<file path="src/pio_consts.svh">
// Purpose: Constants of the parallel port bank: offsets, masks, resets.
// Assumes: Eight port slots of eight bits each, slot k at byte 0x20*k.
// Notes:   Slot order P0 P1 P2 P4 P7 P8 P9 PB; masks show which bits exist.
`ifndef PIO_CONSTS_SVH
`define PIO_CONSTS_SVH

`define PIO_ADDR_W     8
`define PIO_PINS       42
`define PIO_SLOTS      64

// Register index inside a port slot (address bits 4:2)
`define PIO_REG_DR     3'h0
`define PIO_REG_PRD    3'h1
`define PIO_REG_CR     3'h2
`define PIO_REG_FC     3'h3
`define PIO_REG_OC     3'h4
`define PIO_REG_PU     3'h5

// Implemented bits per control, port P0 in the low byte
`define PIO_MASK_PIN   64'hF0030FFFFFFF0F0F
`define PIO_MASK_CR    64'hF0030FFFFFFF0F0F
`define PIO_MASK_FC    64'hF0030F1FFFFF0005
`define PIO_MASK_OC    64'hF003000000FF0000
`define PIO_MASK_PU    64'hF0030FFFFFFF0F0C

`define PIO_RST_REG    64'h0000000000000000

`define PIO_RESP_OKAY  2'h0
`define PIO_RESP_ERR   2'h2

`endif

</file>
<file path="src/pio_pkg.sv">
// Purpose: Types and helper functions of the parallel port bank.
// Assumes: pio_consts.svh supplies all numbers.
// Notes:   State of the top is one packed struct.
`include "pio_consts.svh"

package pio_pkg;

    typedef logic [`PIO_SLOTS-1:0] pio_slot_t;
    typedef logic [`PIO_PINS-1:0]  pio_pin_t;

    typedef struct packed {
        pio_slot_t               dr;
        pio_slot_t               cr;
        pio_slot_t               fc;
        pio_slot_t               oc;
        pio_slot_t               pu;
        pio_slot_t               pin_o;
        pio_slot_t               pin_oe;
        pio_slot_t               pin_pe;
        pio_slot_t               alt_in;
        logic                    aw_have;
        logic                    w_have;
        logic [`PIO_ADDR_W-1:0]  awaddr;
        logic [7:0]              wdata;
        logic                    wstrb0;
        logic                    awready;
        logic                    wready;
        logic                    bvalid;
        logic [1:0]              bresp;
        logic                    arready;
        logic                    rvalid;
        logic [7:0]              rdata;
        logic [1:0]              rresp;
    } pio_state_t;

    // Compact pin number of a slot: count of implemented slots below it
    function automatic int pio_pin_pos(input pio_slot_t mask, input int slot);
        int n;
        n = 0;
        for (int i = 0; i < slot; i++) begin
            if (mask[i]) begin
                n = n + 1;
            end
        end
        return n;
    endfunction

    // Replace one port byte, touching only bits that exist there
    function automatic pio_slot_t pio_wr_byte(input pio_slot_t old, input logic [2:0] port,
                                              input logic [7:0] data, input pio_slot_t mask);
        pio_slot_t r;
        r = old;
        for (int b = 0; b < 8; b++) begin
            if (mask[{port, 3'(b)}]) begin
                r[{port, 3'(b)}] = data[b];
            end
        end
        return r;
    endfunction

endpackage

</file>
<file path="src/pio_pad_logic.sv">
// Purpose: Per-pin drive, enable and pull-up decision for all slots.
// Assumes: Control inputs are register values; purely combinational.
// Notes:   The caller registers the results before they reach the pads.
`timescale 1ns/1ps
`default_nettype none

module pio_pad_logic
    import pio_pkg::*;
(
    input  wire pio_pkg::pio_slot_t dr,
    input  wire pio_pkg::pio_slot_t cr,
    input  wire pio_pkg::pio_slot_t fc,
    input  wire pio_pkg::pio_slot_t oc,
    input  wire pio_pkg::pio_slot_t pu,
    input  wire pio_pkg::pio_slot_t alt_out,
    output logic [63:0]             pad_o,
    output logic [63:0]             pad_oe,
    output logic [63:0]             pad_pe
);
    pio_slot_t val;

    // Data source, level driven and enable for each slot
    always_comb begin
        val    = (fc & alt_out) | (~fc & dr);
        pad_o  = val & ~oc;
        pad_oe = cr & (~oc | ~val);
        pad_pe = pu & (~cr | oc);
    end

endmodule

`default_nettype wire

</file>
<file path="src/pio_rd_mux.sv">
// Purpose: Read data and error answer for one register address.
// Assumes: Pins arrive already spread into slot positions.
// Notes:   Pin state is taken straight from the pins, never stored.
`timescale 1ns/1ps
`default_nettype none
`include "pio_consts.svh"

module pio_rd_mux
    import pio_pkg::*;
(
    input  wire logic [`PIO_ADDR_W-1:0] addr,
    input  wire pio_pkg::pio_slot_t     dr,
    input  wire pio_pkg::pio_slot_t     cr,
    input  wire pio_pkg::pio_slot_t     fc,
    input  wire pio_pkg::pio_slot_t     oc,
    input  wire pio_pkg::pio_slot_t     pu,
    input  wire pio_pkg::pio_slot_t     pins,
    output logic [7:0]                  rdata,
    output logic                        err
);
    logic [2:0] port;
    logic [2:0] idx;

    // Decode slot and register; absent bits of a port read zero
    always_comb begin
        port  = addr[7:5];
        idx   = addr[4:2];
        err   = 1'b0;
        rdata = 8'h00;
        unique case (idx)
            `PIO_REG_DR:  rdata = dr[{port, 3'h0} +: 8];
            `PIO_REG_PRD: rdata = pins[{port, 3'h0} +: 8];
            `PIO_REG_CR:  rdata = cr[{port, 3'h0} +: 8];
            `PIO_REG_FC:  rdata = fc[{port, 3'h0} +: 8];
            `PIO_REG_OC:  rdata = oc[{port, 3'h0} +: 8];
            `PIO_REG_PU:  rdata = pu[{port, 3'h0} +: 8];
            default:      err   = 1'b1;
        endcase
    end

endmodule

`default_nettype wire

</file>
<file path="src/pio_port_bank.sv">
// Purpose: Eight-port parallel I/O bank behind an AXI4-Lite slave.
// Assumes: Pins are synchronous to clk_sys; one write, one read at once.
// Notes:   Registers sit 0x20 bytes apart per port, one byte per word.
//
// The implementer's own choices: the AXI4-Lite slave port and the placing of the registers.
`timescale 1ns/1ps
`default_nettype none
`include "pio_consts.svh"

module pio_port_bank
    import pio_pkg::*;
(
    input  wire logic                   clk_sys,
    input  wire logic                   rst_n,
    // AXI4-Lite write address
    input  wire logic [`PIO_ADDR_W-1:0] s_axi_awaddr,
    input  wire logic [2:0]             s_axi_awprot,
    input  wire logic                   s_axi_awvalid,
    output logic                        s_axi_awready,
    // AXI4-Lite write data
    input  wire logic [31:0]            s_axi_wdata,
    input  wire logic [3:0]             s_axi_wstrb,
    input  wire logic                   s_axi_wvalid,
    output logic                        s_axi_wready,
    // AXI4-Lite write response
    output logic [1:0]                  s_axi_bresp,
    output logic                        s_axi_bvalid,
    input  wire logic                   s_axi_bready,
    // AXI4-Lite read address
    input  wire logic [`PIO_ADDR_W-1:0] s_axi_araddr,
    input  wire logic [2:0]             s_axi_arprot,
    input  wire logic                   s_axi_arvalid,
    output logic                        s_axi_arready,
    // AXI4-Lite read data
    output logic [31:0]                 s_axi_rdata,
    output logic [1:0]                  s_axi_rresp,
    output logic                        s_axi_rvalid,
    input  wire logic                   s_axi_rready,
    // Pads: level in, level out, drive enable, pull-up enable
    input  wire logic [`PIO_PINS-1:0]   pin_i,
    output logic [`PIO_PINS-1:0]        pin_o,
    output logic [`PIO_PINS-1:0]        pin_oe,
    output logic [`PIO_PINS-1:0]        pin_pu_en,
    // Peripheral side of the secondary functions
    input  wire logic [`PIO_PINS-1:0]   alt_out,
    output logic [`PIO_PINS-1:0]        alt_in
);
    import pio_pkg::*;

    localparam pio_slot_t PIN_MASK = `PIO_MASK_PIN;

    pio_state_t s_q;
    pio_state_t s_d;

    pio_slot_t  pin_slot;
    pio_slot_t  alt_slot;
    logic [63:0] pad_o;
    logic [63:0] pad_oe;
    logic [63:0] pad_pe;
    logic [7:0]  rd_byte;
    logic        rd_err;
    logic [2:0]  wr_port;
    logic [2:0]  wr_idx;

    // Protection bits and upper data lanes carry nothing here
    logic        unused_ok;
    assign unused_ok = ^{s_axi_awprot, s_axi_arprot, s_axi_wdata[31:8], s_axi_wstrb[3:1]};

    // Spread the 42 pads over the 64 slots; absent slots read zero
    for (genvar s = 0; s < `PIO_SLOTS; s++) begin : g_slot
        if (PIN_MASK[s]) begin : g_pin
            localparam int P = pio_pin_pos(PIN_MASK, s);
            assign pin_slot[s] = pin_i[P];
            assign alt_slot[s] = alt_out[P];
            assign pin_o[P]     = s_q.pin_o[s];
            assign pin_oe[P]    = s_q.pin_oe[s];
            assign pin_pu_en[P] = s_q.pin_pe[s];
            assign alt_in[P]    = s_q.alt_in[s];
        end else begin : g_none
            assign pin_slot[s] = 1'b0;
            assign alt_slot[s] = 1'b0;
        end
    end

    // Pad decisions are made on stored controls, then registered once more
    pio_pad_logic u_pad (
        .dr      (s_q.dr),
        .cr      (s_q.cr),
        .fc      (s_q.fc),
        .oc      (s_q.oc),
        .pu      (s_q.pu),
        .alt_out (alt_slot),
        .pad_o   (pad_o),
        .pad_oe  (pad_oe),
        .pad_pe  (pad_pe)
    );

    // Read data is formed from the pins at the edge that takes the address
    pio_rd_mux u_rd (
        .addr  (s_axi_araddr),
        .dr    (s_q.dr),
        .cr    (s_q.cr),
        .fc    (s_q.fc),
        .oc    (s_q.oc),
        .pu    (s_q.pu),
        .pins  (pin_slot),
        .rdata (rd_byte),
        .err   (rd_err)
    );

    assign wr_port = s_q.awaddr[7:5];
    assign wr_idx  = s_q.awaddr[4:2];

    // Bus outputs straight from the state register
    assign s_axi_awready = s_q.awready;
    assign s_axi_wready  = s_q.wready;
    assign s_axi_bvalid  = s_q.bvalid;
    assign s_axi_bresp   = s_q.bresp;
    assign s_axi_arready = s_q.arready;
    assign s_axi_rvalid  = s_q.rvalid;
    assign s_axi_rresp   = s_q.rresp;
    assign s_axi_rdata   = {24'h000000, s_q.rdata};

    // Next state: bus handshakes, register writes and pad registers
    always_comb begin
        s_d = s_q;

        // Address and data are taken independently, in either order
        if (s_axi_awvalid && s_q.awready) begin
            s_d.aw_have = 1'b1;
            s_d.awaddr  = s_axi_awaddr;
            s_d.awready = 1'b0;
        end
        if (s_axi_wvalid && s_q.wready) begin
            s_d.w_have = 1'b1;
            s_d.wdata  = s_axi_wdata[7:0];
            s_d.wstrb0 = s_axi_wstrb[0];
            s_d.wready = 1'b0;
        end

        // Both halves held: store the byte and raise the response
        if (s_q.aw_have && s_q.w_have && !s_q.bvalid) begin
            s_d.aw_have = 1'b0;
            s_d.w_have  = 1'b0;
            s_d.bvalid  = 1'b1;
            s_d.bresp   = `PIO_RESP_OKAY;
            // A cleared lane-0 strobe leaves the register untouched
            if (s_q.wstrb0) begin
                unique case (wr_idx)
                    `PIO_REG_DR: begin
                        // Latch keeps its value until the next write
                        s_d.dr = pio_wr_byte(s_q.dr, wr_port, s_q.wdata,
                                             `PIO_MASK_PIN);
                    end
                    `PIO_REG_PRD: begin
                        // Pin state is read-only; the write is dropped
                        s_d.dr = s_q.dr;
                    end
                    `PIO_REG_CR: begin
                        s_d.cr = pio_wr_byte(s_q.cr, wr_port, s_q.wdata,
                                             `PIO_MASK_CR);
                    end
                    `PIO_REG_FC: begin
                        s_d.fc = pio_wr_byte(s_q.fc, wr_port, s_q.wdata,
                                             `PIO_MASK_FC);
                    end
                    `PIO_REG_OC: begin
                        s_d.oc = pio_wr_byte(s_q.oc, wr_port, s_q.wdata,
                                             `PIO_MASK_OC);
                    end
                    `PIO_REG_PU: begin
                        s_d.pu = pio_wr_byte(s_q.pu, wr_port, s_q.wdata,
                                             `PIO_MASK_PU);
                    end
                    default: begin
                        s_d.bresp = `PIO_RESP_ERR;
                    end
                endcase
            end else if (wr_idx > `PIO_REG_PU) begin
                s_d.bresp = `PIO_RESP_ERR;
            end
        end

        // Response accepted: reopen both write channels
        if (s_q.bvalid && s_axi_bready) begin
            s_d.bvalid  = 1'b0;
            s_d.awready = 1'b1;
            s_d.wready  = 1'b1;
        end

        // Read: the pins are sampled only at the taking edge, no strobe shows it
        if (s_axi_arvalid && s_q.arready) begin
            s_d.arready = 1'b0;
            s_d.rvalid  = 1'b1;
            s_d.rdata   = rd_byte;
            s_d.rresp   = rd_err ? `PIO_RESP_ERR : `PIO_RESP_OKAY;
        end
        if (s_q.rvalid && s_axi_rready) begin
            s_d.rvalid  = 1'b0;
            s_d.arready = 1'b1;
        end

        // Pads follow the stored controls one cycle after the write cycle
        s_d.pin_o  = pad_o & PIN_MASK;
        s_d.pin_oe = pad_oe & PIN_MASK;
        s_d.pin_pe = pad_pe & PIN_MASK;

        // Peripherals see the pad level whatever the function enable says
        s_d.alt_in = pin_slot;
    end

    // State register; reset leaves every pad undriven
    always_ff @(posedge clk_sys or negedge rst_n) begin
        if (!rst_n) begin
            s_q         <= '0;
            s_q.dr      <= `PIO_RST_REG;
            s_q.cr      <= `PIO_RST_REG;
            s_q.fc      <= `PIO_RST_REG;
            s_q.oc      <= `PIO_RST_REG;
            s_q.pu      <= `PIO_RST_REG;
            s_q.awready <= 1'b1;
            s_q.wready  <= 1'b1;
            s_q.arready <= 1'b1;
        end else begin
            s_q <= s_d;
        end
    end

endmodule

`default_nettype wire

</file>
<file path="config.mk">
export PLATFORM = sky130hd
export DESIGN_NAME = pio_port_bank
export DESIGN_NICKNAME = d
export VERILOG_FILES = /design/src/pio_pkg.sv /design/src/pio_pad_logic.sv /design/src/pio_rd_mux.sv /design/src/pio_port_bank.sv
export VERILOG_INCLUDE_DIRS = /design/src
export SDC_FILE = /design/constraint.sdc
export NUM_CORES = 1
export LEC_CHECK = 0
export ABC_CLOCK_PERIOD_IN_PS = 2650
export BUFFER_PORTS_ARGS = -buffer_cell sky130_fd_sc_hd__buf_4
export CELL_PAD_IN_SITES_DETAIL_PLACEMENT = 0
export CELL_PAD_IN_SITES_GLOBAL_PLACEMENT = 1
export CORE_MARGIN = 3
export CORE_UTILIZATION = 42
export DETAILED_ROUTE_END_ITERATION = 10
export HOLD_SLACK_MARGIN = 0.08
export PLACE_DENSITY_LB_ADDON = 0.15
export SETUP_SLACK_MARGIN = 0.5
export SLEW_MARGIN = 25
export SYNTH_ARGS = -nofsm -noshare
export SYNTH_HDL_FRONTEND = slang
export SYNTH_SLANG_ARGS = --single-unit
</file>
<file path="constraint.sdc">
create_clock -name clk_sys -period 2.65 [get_ports clk_sys]
set_input_delay 0.6625 -clock clk_sys [delete_from_list [all_inputs] [get_ports clk_sys]]
set_output_delay 0.6625 -clock clk_sys [all_outputs]
set_load 0.005 [all_outputs]
</file>
=== After elaboration in Yosys (flattened, before gate mapping) ===
Memory sizes are Yosys's and may differ from the RTL's.
Cells that the tools add are included.

* Memories: 12
* Bits of input ports: 149
* Logic and storage cells: 350
* Bits in registers: 524
* ROM bits: 96

* Bitwise logic cells: 12
* Magnitude comparators: 17
* Eq/ne operators: 10
* Reduce and logical (&&, ||, !) cells: 31
* Shift-type cells: 6
* Multiplexer cells: 240

{| class="wikitable"
|+ Memory list
! name !! depth !! width !! read ports !! clocked after memory_dff !! wr ports !! line !! source
|-
| (name not given) || 8 || 1 || 1 || 0 || 0 || pio_pkg.sv:54 || <nowiki>if (mask[{port, 3'(b)}]) begin</nowiki>
|-
| (name not given) || 8 || 1 || 1 || 0 || 0 || pio_pkg.sv:54 ||
|-
| (name not given) || 8 || 1 || 1 || 0 || 0 || pio_pkg.sv:54 ||
|-
| (name not given) || 8 || 1 || 1 || 0 || 0 || pio_pkg.sv:54 ||
|-
| (name not given) || 8 || 1 || 1 || 0 || 0 || pio_pkg.sv:54 ||
|-
| (name not given) || 8 || 1 || 1 || 0 || 0 || pio_pkg.sv:54 ||
|-
| 6 more memories || n/a || n/a || n/a || n/a || n/a || n/a ||
|}

{| class="wikitable"
|+ Operators with widths
! kind !! number
|-
| 2-to-1 mux 64 bit || 145
|-
| bitwise mux 64 bit || 40
|-
| variable part select 64 x 7 -> 8 bit || 6
|-
| bitwise AND 64 bit || 5
|-
| inverter 64 bit || 4
|-
| OR 64 bit || 3
|-
| less-than comparator 6 x 7 -> 1 bit, second input constant || 8
|-
| greater-or-equal comparator 6 x 1 -> 1 bit, second input constant || 8
|-
| case mux 8 bit (6 select lines) || 1
|-
| 2-to-1 mux 1 bit || 37
|-
| demux 1 bit (select 3 bit) || 8
|-
| logical AND 1 bit || 15
|-
| AND reduction 3 bit || 5
|-
| == test 3 x 2 -> 1 bit, second input constant || 4
|-
| == test 3 bit, second input constant || 4
|-
| 2-to-1 mux 12 bit || 1
|-
| 2-to-1 mux 2 bit || 6
|-
| nonzero test 2 bit || 6
|-
| OR reduction 6 bit || 2
|-
| == test 3 x 1 -> 1 bit, second input constant || 2
|-
| logical NOT 3 bit || 2
|-
| 2-to-1 mux 3 bit || 2
|-
| > comparator 3 bit, second input constant || 1
|-
| logical NOT 1 bit || 1
|}

=== Depth between registers and ports, before layout ===
Gate-level depths: netlist of the first run.

* Word-level depth: 41
* Gate-level depth with buffers: 11
* Mapped depth without buffers: 7

=== Hierarchy ===
From an unflattened synthesis of the first run, not the netlist that was laid out.

* Cells, all modules: 2,241
* Area total of the unflattened synthesis: 26,670.6 µm²

{| class="wikitable"
|+ By module, submodules not included
! module !! cells an instance !! area an instance (µm²) !! sequential area each (µm²) !! instances
|-
| pio_port_bank || 1,385 || 20,113.0 || 13,016.2 || 1
|-
| pio_rd_mux || 536 || 3,594.7 || 0.0 || 1
|-
| pio_pad_logic || 320 || 2,962.8 || 0.0 || 1
|}

=== Least setup slack after synthesis of the first run ===
Ideal clock, no wire load.

* Path kind: input-to-reg
* Start: in s_axi_araddr[4]
* End: reg s_q (netlist bit s_axi_rdata[4])
* Stages: 9
* Data arrival time: 2,137 ps
* Required time: 2,513 ps
* Path slack: 376 ps
* Cells stage by stage: buf_4 -> buf_6 -> buf_2 -> buf_2 -> mux2_2 -> a221oi_1 -> o21ai_0 -> o211ai_1 -> nand3_1

* Longest elaborated chain between the ends: 2

{| class="wikitable"
|+ RTL lines
! element !! line !! source
|-
| start: declaration || pio_port_bank.sv:30 || <nowiki>input wire logic [`PIO_ADDR_W-1:0] s_axi_araddr,</nowiki>
|-
| == test 3 bit (tied with other cells) || pio_rd_mux.sv:30 || <nowiki>unique case (idx)</nowiki>
|-
| case mux 8 bit (6 select lines) (*) || pio_rd_mux.sv:30 ||
|-
| end: declaration || pio_port_bank.sv:52 || <nowiki>pio_state_t s_q;</nowiki>
|}

Every way passes the cells marked *; elsewhere a longest branch is shown, timed or not.
A chain may end at the register's enable or synchronous reset.

=== Final worst setup path of the first run ===
* Start: reg s_q (netlist bit s_axi_bvalid)
* End: reg, netlist name s_q[470]

* Longest elaborated chain between the ends: 3

{| class="wikitable"
|+ RTL lines
! element !! line !! source
|-
| logical NOT 1 bit || pio_port_bank.sv:142 || <nowiki>if (s_q.aw_have && s_q.w_have && !s_q.bvalid) begin</nowiki>
|-
| logical AND 1 bit || pio_port_bank.sv:142 ||
|-
| AND reduction 3 bit (no source line) || n/a ||
|}

Every way passes these cells.

==> results of run 1 <==
## stage by stage
stage | instance area (sq um) | power [mW]
5_1_grt | 29900 | 23.0
2_1_floorplan | 24900 | 11.6
3_3_place_gp | 27600 | 13.6
3_5_place_dp | 27600 | 13.6
6_report | 29900 | 22.1
4_1_cts | 29700 | 22.2
## final timing paths
path                                                from                    to
worst min register to register      s_q[375]$_DFFE_PN0P_   pin_o[11]$_DFF_PN0_
worst max register to register  s_axi_bvalid$_DFFE_PN0P_  s_q[470]$_DFFE_PN0P_
min in group clk_sys                           pin_i[33]  alt_in[33]$_DFF_PN0_
worst min-delay path                               rst_n   pin_o[37]$_DFF_PN0_
max in group asynchronous                          rst_n   s_q[28]$_DFFE_PN0P_
worst max-delay path            s_axi_bvalid$_DFFE_PN0P_  s_q[470]$_DFFE_PN0P_
## timing repair
item,4_1_cts,5_1_grt
resized for setup,36,49
setup buffers,3,3
endpoints found under the setup margin,217,176
pin swaps,4,11
## worst register-to-register path, stage by stage, from the launching register on
cell and delay (ns):
dfrtp_1 0.38, nand3b_4 0.22, or4b_4 0.60, a21oi_4 0.20, o21ai_4 0.21, nor2_2 0.15
mux2_2 0.35
## sequential cells by signal (all words and copies together), names as in the netlist
register,count
alt_in,42
pin_o,42
pin_oe,42
pin_pu_en,42
s_axi_arready,1
s_axi_awready,1
s_axi_bresp,1
s_axi_bvalid,1
s_axi_rdata,8
s_axi_rresp,1
s_axi_rvalid,1
s_axi_wready,1
s_q,337
## layout make-up
cell class / count / area [sq um]
Fill cell: 5180 / 28100
Clock inverter: 17 / 298
Tap cell: 765 / 957
Inverter: 58 / 223
Timing Repair Buffer: 472 / 3930
Sequential cell: 520 / 13000
Clock buffer: 85 / 1700
Multi-Input combinational cell: 1276 / 9790
## placed cells by master, fill, tap and decap left out, drive strengths merged, types with 23 or more instances in the layout
cell type,netlist,routed
clkbuf,61,85
and2,26,26
nor2,161,161
a21boi,65,65
buf,257,472
o21a,23,23
o21ai,111,111
conb,1,26
dfrtp,517,517
mux2i,74,74
mux2,333,333
nand2,132,132
a21oi,49,49
nand3,26,26
inv,58,60
## power by group
part | total (mW) | internal, mW | switching (mW)
logic | 4.40 | 1.76 | 2.64
registers | 9.29 | 8.60 | 0.688
clock network | 8.40 | 5.18 | 3.22
total | 22.1 | 15.5 | 6.55
## cell families after synthesis
logic type | Yosys count
flops | 520
simple gates | 419
compound gates | 412
mux | 410
buf+inv | 376
fa+ha+maj | 9
other cells | 1
## layer usage
metal  track usage  vias to the layer above
met2         0.414                      562
met5             0                        -
met1         0.331                     9040
li1              -                     7809
met3        0.0390                      110
met4        0.0699                        0
==> flow_summary.yaml, run 1 <==
grt:
  grtUsageTotal: 0.246
  grt_first_pass_wirelength_mm: 117
  grt_start_max_net_pins: 76
  antenna_found_initial: 1
  grt_pass1_vias: 18200
  overflow: 0
critical_path:
  ff2ff_path_depth: 6
  path_buf_inv: 0
  critPathTopFamily: "simple AND/OR/NAND/NOR gates"
  slowest_delay_ns: 0.59
  worst-path-stages: 6
  startpoint_type: "register"
  crit_slowest_cell: "or4b_4"
  end_kind: "register"
  rrSetupSlack_ns: 0.44
  cp.required_ns: 3.14
  path_max_fanout: 8
  cp_cell_sequence: "nand3b_4 > or4b_4 > a21oi_4 > o21ai_4 > nor2_2 > mux2_2"
  critical_path_class: "register to register"
  cp.arrival_ns: 2.70
synth:
  netlist_top_cells_count: "dfrtp_1 (517), mux2_2 (333), buf_4 (215), nor2_1 (160), nand2_1 (131)"
  synthAdderAreaFrac: 0.00455
  synth_top_family_by_area: "multiplexers"
  syn-cell-area_sq_um: 24700
  synth-main-ff-cell: "dfrtp_1"
  ys_seq_area_frac: 0.526
  muxShareOfSynthArea: 0.184
  synth_compound_area_frac: 0.115
  synth_area_leaders: "dfrtp_1 (52%), mux2_2 (15%), buf_4 (6.5%)"
  ys_warn_count: 0
  synth.largest_area_cell: "dfrtp_1"
  synthSimpleGateAreaFrac: 0.0771
  post_synth_xor_area_fraction: 0
  synth-async-reset-ratio: 1.00
  avgSynthCellArea_sq_um: 11.5
  syn_inst: 2147
  yosys.area.top_type_share: 0.523
  ys_types: 74
  ys_ff_latch: 520
  yosysMostFrequentCell: "dfrtp_1"
  synth_edf_count: 0
timing:
  worst_slack_ns: 0.443
  finalCritPeriodShare: 0.833
  tightest_slew_ns: 0.730
  timing.fmax_ghz: 0.453
  rsz0062_at_grt: "yes"
  whs_ns: 0.0942
  slew_viol_final: 0
  setup-tns-final_ns: 0
  period_needed_ns: 2.21
  slew_headroom: 0.514
  hold_viol_final: 0
  setup_viol: 0
  fin_skew_ns: 0.0184
clock_network:
  cts-root-buf: "clkbuf_16"
  clkSlewWorstSetupHoldPaths_ns: 0.06
  numClockSinks: 520
  clk_latency_ns: 0.61
  cts_buffers: 57
  h-tree-depth: 2
  cts_tree: "yes"
  cts_buffer_depth: 3
  ctsHoldBuffers: 0
placement:
  place.gp.congestion: 0.863
  dp_hpwl_mm: 55.9
  pre_cts_ws_ns: 0.0381
  place_inst: 3085
  io_buffers: 294
routing:
  met1Wirelength_mm: 33.4
  wl_met2_mm: 38.0
  firstDrtPassIters: 5
  drt_wl_total_mm: 77.5
  vias: 17500
  wl_per_cell_microns: 24.3
  routed-wl-met3_mm: 4.11
  ant_nets: 0
  drt_iter0_drc: 1234
  via_per_inst: 5.49
  post-route-drc-count: 0
  top_layer_used: "met4"
floorplanning:
  rows: 88
  die-area_sq_um: 61800
  die_w_microns: 249
  initial_core_util: 0.426
  num_io_pins: 358
  core-area_sq_um: 58000
  die_y_microns: 249
pwr:
  power.density_nw_per_um2: 738
  p_leak_nw: 14.3
  vdd_ir_drop_max_uv: 467
layout:
  fin_util: 0.516
  area.growth.synth_to_final_pct: 21.0
  antenna_cells: 0
  finalNonFillerCells: 3193
  drive_gt1_frac: 0.406
  num-nets-final: 2543
status:
  run_status: "completed"
hold_path:
  hp-class: "primary input to asynchronous set/reset pin"
job:
  maxCapViolCount: 0
(Power assumes the default switching activity.)
==> inputs of run 2 (changes only) <==
Settings changed: ABC_AREA set to 1, ABC_CLOCK_PERIOD_IN_PS 2650 to 2100.
Clock period 2.65 ns to 2.1 ns, I/O delays scaled along.
==> flow_summary.yaml, run 2 <==
status:
  run_status: "completed"
clock_network:
  cts_buffer_depth: 3
  clkSlewWorstSetupHoldPaths_ns: 0.06
  cts_tree: "yes"
  clk_latency_ns: 0.62
  h-tree-depth: 2
  cts_buffers: 56
  numClockSinks: 520
  cts-root-buf: "clkbuf_16"
layout:
  drive_gt1_frac: 0.309
  nFillCells: 5012
  layout_commonest_cell: "nand2_1"
  final_cell_mix: "nand2_1 (660), dfrtp_1 (513), buf_6 (249)"
  num-nets-final: 3549
  largest_reg_flops: 337
  area.growth.synth_to_final_pct: 39.2
  regMostFlops: "s_q"
  final-seq-area_sq_um: 13000
  multi_input_area_sq_um: 10500
  antenna_cells: 0
floorplanning:
  die-area_sq_um: 61400
  initial_core_util: 0.425
  num_io_pins: 358
  die_y_microns: 248
  die_w_microns: 248
  rows: 88
  core-area_sq_um: 57800
pwr:
  clkPwrFrac: 0.323
  internal-power_mw: 22.3
  switchingPower_mw: 11.5
  p_leak_nw: 16.8
  vdd_ir_drop_max_uv: 605
  p_total_mw: 33.7
  swShare: 0.340
  p_seq_frac: 0.374
  power.density_nw_per_um2: 986
  pwr-share-comb: 0.304
synth:
  post_synth_xor_area_fraction: 0
  avgSynthCellArea_sq_um: 8.16
  ys_types: 33
  synth-main-ff-cell: "dfrtp_1"
  yosysMostFrequentCell: "nand2_1"
  ys_ff_latch: 520
  synth-async-reset-ratio: 1.00
  ys_warn_count: 0
  synthAdderAreaFrac: 0.00458
  netlist_top_cells_count: "nand2_1 (853), dfrtp_1 (517), o21ai_0 (335), nor2_1 (290), inv_1 (287)"
  syn-cell-area_sq_um: 24600
  synth_compound_area_frac: 0.107
  synth_top_family_by_area: "simple AND/OR/NAND/NOR gates"
  synthSimpleGateAreaFrac: 0.222
  syn_inst: 3011
  yosys.area.top_type_share: 0.527
  synth_edf_count: 0
  synth.largest_area_cell: "dfrtp_1"
  ys_seq_area_frac: 0.530
  muxShareOfSynthArea: 0.00774
  synth_area_leaders: "dfrtp_1 (53%), nand2_1 (13%), o21ai_0 (6.8%)"
grt:
  overflow: 0
  grt_pass1_vias: 21200
  grt_first_pass_wirelength_mm: 129
  grt_start_max_net_pins: 83
  antenna_found_initial: 1
  grtUsageTotal: 0.279
routing:
  firstDrtPassIters: 6
  wl_per_cell_microns: 20.9
  post-route-drc-count: 0
  drt_iter0_drc: 2019
  ant_nets: 0
  via_per_inst: 5.15
  vias: 21600
  drt_wl_total_mm: 87.8
timing:
  setup_viol: 0
  whs_ns: 0.123
  finalCritPeriodShare: 0.933
  timing.fmax_ghz: 0.511
  period_needed_ns: 1.96
  fin_skew_ns: 0.0161
  slew_headroom: 0.632
  hold_viol_final: 0
  tightest_slew_ns: 0.552
  rsz0062_at_grt: "yes"
  slew_viol_final: 0
critical_path:
  cp.required_ns: 2.58
  startpoint_type: "register"
  cp.arrival_ns: 2.44
  path_max_fanout: 7
  critical_path_class: "register to register"
  ff2ff_path_depth: 12
  end_kind: "register"
hold_path:
  hold_depth: 3
  hp-class: "primary input to register"
placement:
  place.gp.congestion: 0.843
  io_buffers: 294
  dp_hpwl_mm: 58.2
job:
  maxCapViolCount: 0
-- run 2: path summary, 6_finish.rpt --
kind                                     startpoint                    to  slack (ns)
setup / recovery           s_axi_bvalid$_DFFE_PN0P_  s_q[368]$_DFFE_PN0P_        0.14
hold / removal                       s_axi_wdata[2]   s_q[20]$_DFFE_PN0P_        0.12
setup reg to reg           s_axi_bvalid$_DFFE_PN0P_  s_q[368]$_DFFE_PN0P_        0.14
hold reg to reg                s_q[356]$_DFFE_PN0P_    pin_o[0]$_DFF_PN0_        0.43
max in group asynchronous                     rst_n  s_q[579]$_DFFE_PN0P_        0.93
min in group asynchronous                     rst_n   alt_in[0]$_DFF_PN0_        0.41
-- run 2: kinds of logic after synthesis --
kind of cell / after synthesis
multiplexers: 19
AND/OR/NAND/NOR: 1355
flip-flops: 520
AO/OA/AOI/OAI: 497
buffers and inverters: 610
other: 1
adder cells (fa/ha/maj): 9
-- run 2: area by class of cell --
cell class / count / area share
multi-input cells: 1906 / 0.307
repair inverters: 2 / 0.000585
clock inverters: 31 / 0.0130
inverters: 298 / 0.0361
flip-flops and latches: 520 / 0.381
repair buffers: 607 / 0.189
well taps: 765 / 0.0280
clock buffers: 72 / 0.0463
-- run 2: power by group through the flow --
stage	Clock [mW]	Combinational, mW	Sequential [mW]
finish	10.9	10.2	12.6
floorplan	0	4.32	12.3
detailed placement	0	7.46	12.6
CTS	11.1	9.38	12.6
global placement	0	7.40	12.6
global route	11.5	11.0	12.8
-- run 2: stage by stage --
stage	setup WS (ns)	instances	area (sq um)	TNS (ns)	utilization
global route	0.0324	4201	34200	0	0.592
detailed placement	-0.141	3969	27900	-0.596	0.483
finish	0.142	4201	34200	0	0.592
global placement	-0.115	3969	27900	-0.442	0.483
floorplan	0.367	3036	25000	0	-
CTS	0.225	4171	32900	0	0.569
-- run 2: per-layer routing --
| layer | global-route usage | wire length (microns) | vias to the layer above | part of all wire |
|---|---|---|---|---|
| li1 | - | - | 10100 | - |
| met1 | 0.387 | 37200 | 10500 | 0.42 |
| met2 | 0.441 | 40300 | 840 | 0.46 |
| met3 | 0.0566 | 7270 | 184 | 0.083 |
| met4 | 0.0855 | 2990 | 0 | 0.034 |
| met5 | 0 | 0 | - | 0 |
-- run 2: what timing repair did --
| action | CTS | global route |
|---|---|---|
| setup buffers | 48 | 26 |
| setup endpoints to repair | 505 | 511 |
| cloned | 4 | 4 |
| hold endpoints to repair | 70 | 0 |
| pin swaps | 34 | 65 |
| gates resized for setup | 677 | 300 |
| hold buffers | 47 | 0 |
-- run 2: critical path, cell delays in order, from the launching register on --
cell and delay [ns]:
dfrtp_1 0.40, inv_2 0.09, nand3_4 0.07, nor2_4 0.11, inv_2 0.07, buf_6 0.12
nor4_4 0.24, bufinv_8 0.29, buf_4 0.15, nor2_4 0.10, inv_4 0.07, nand2_1 0.06
o21ai_1 0.06
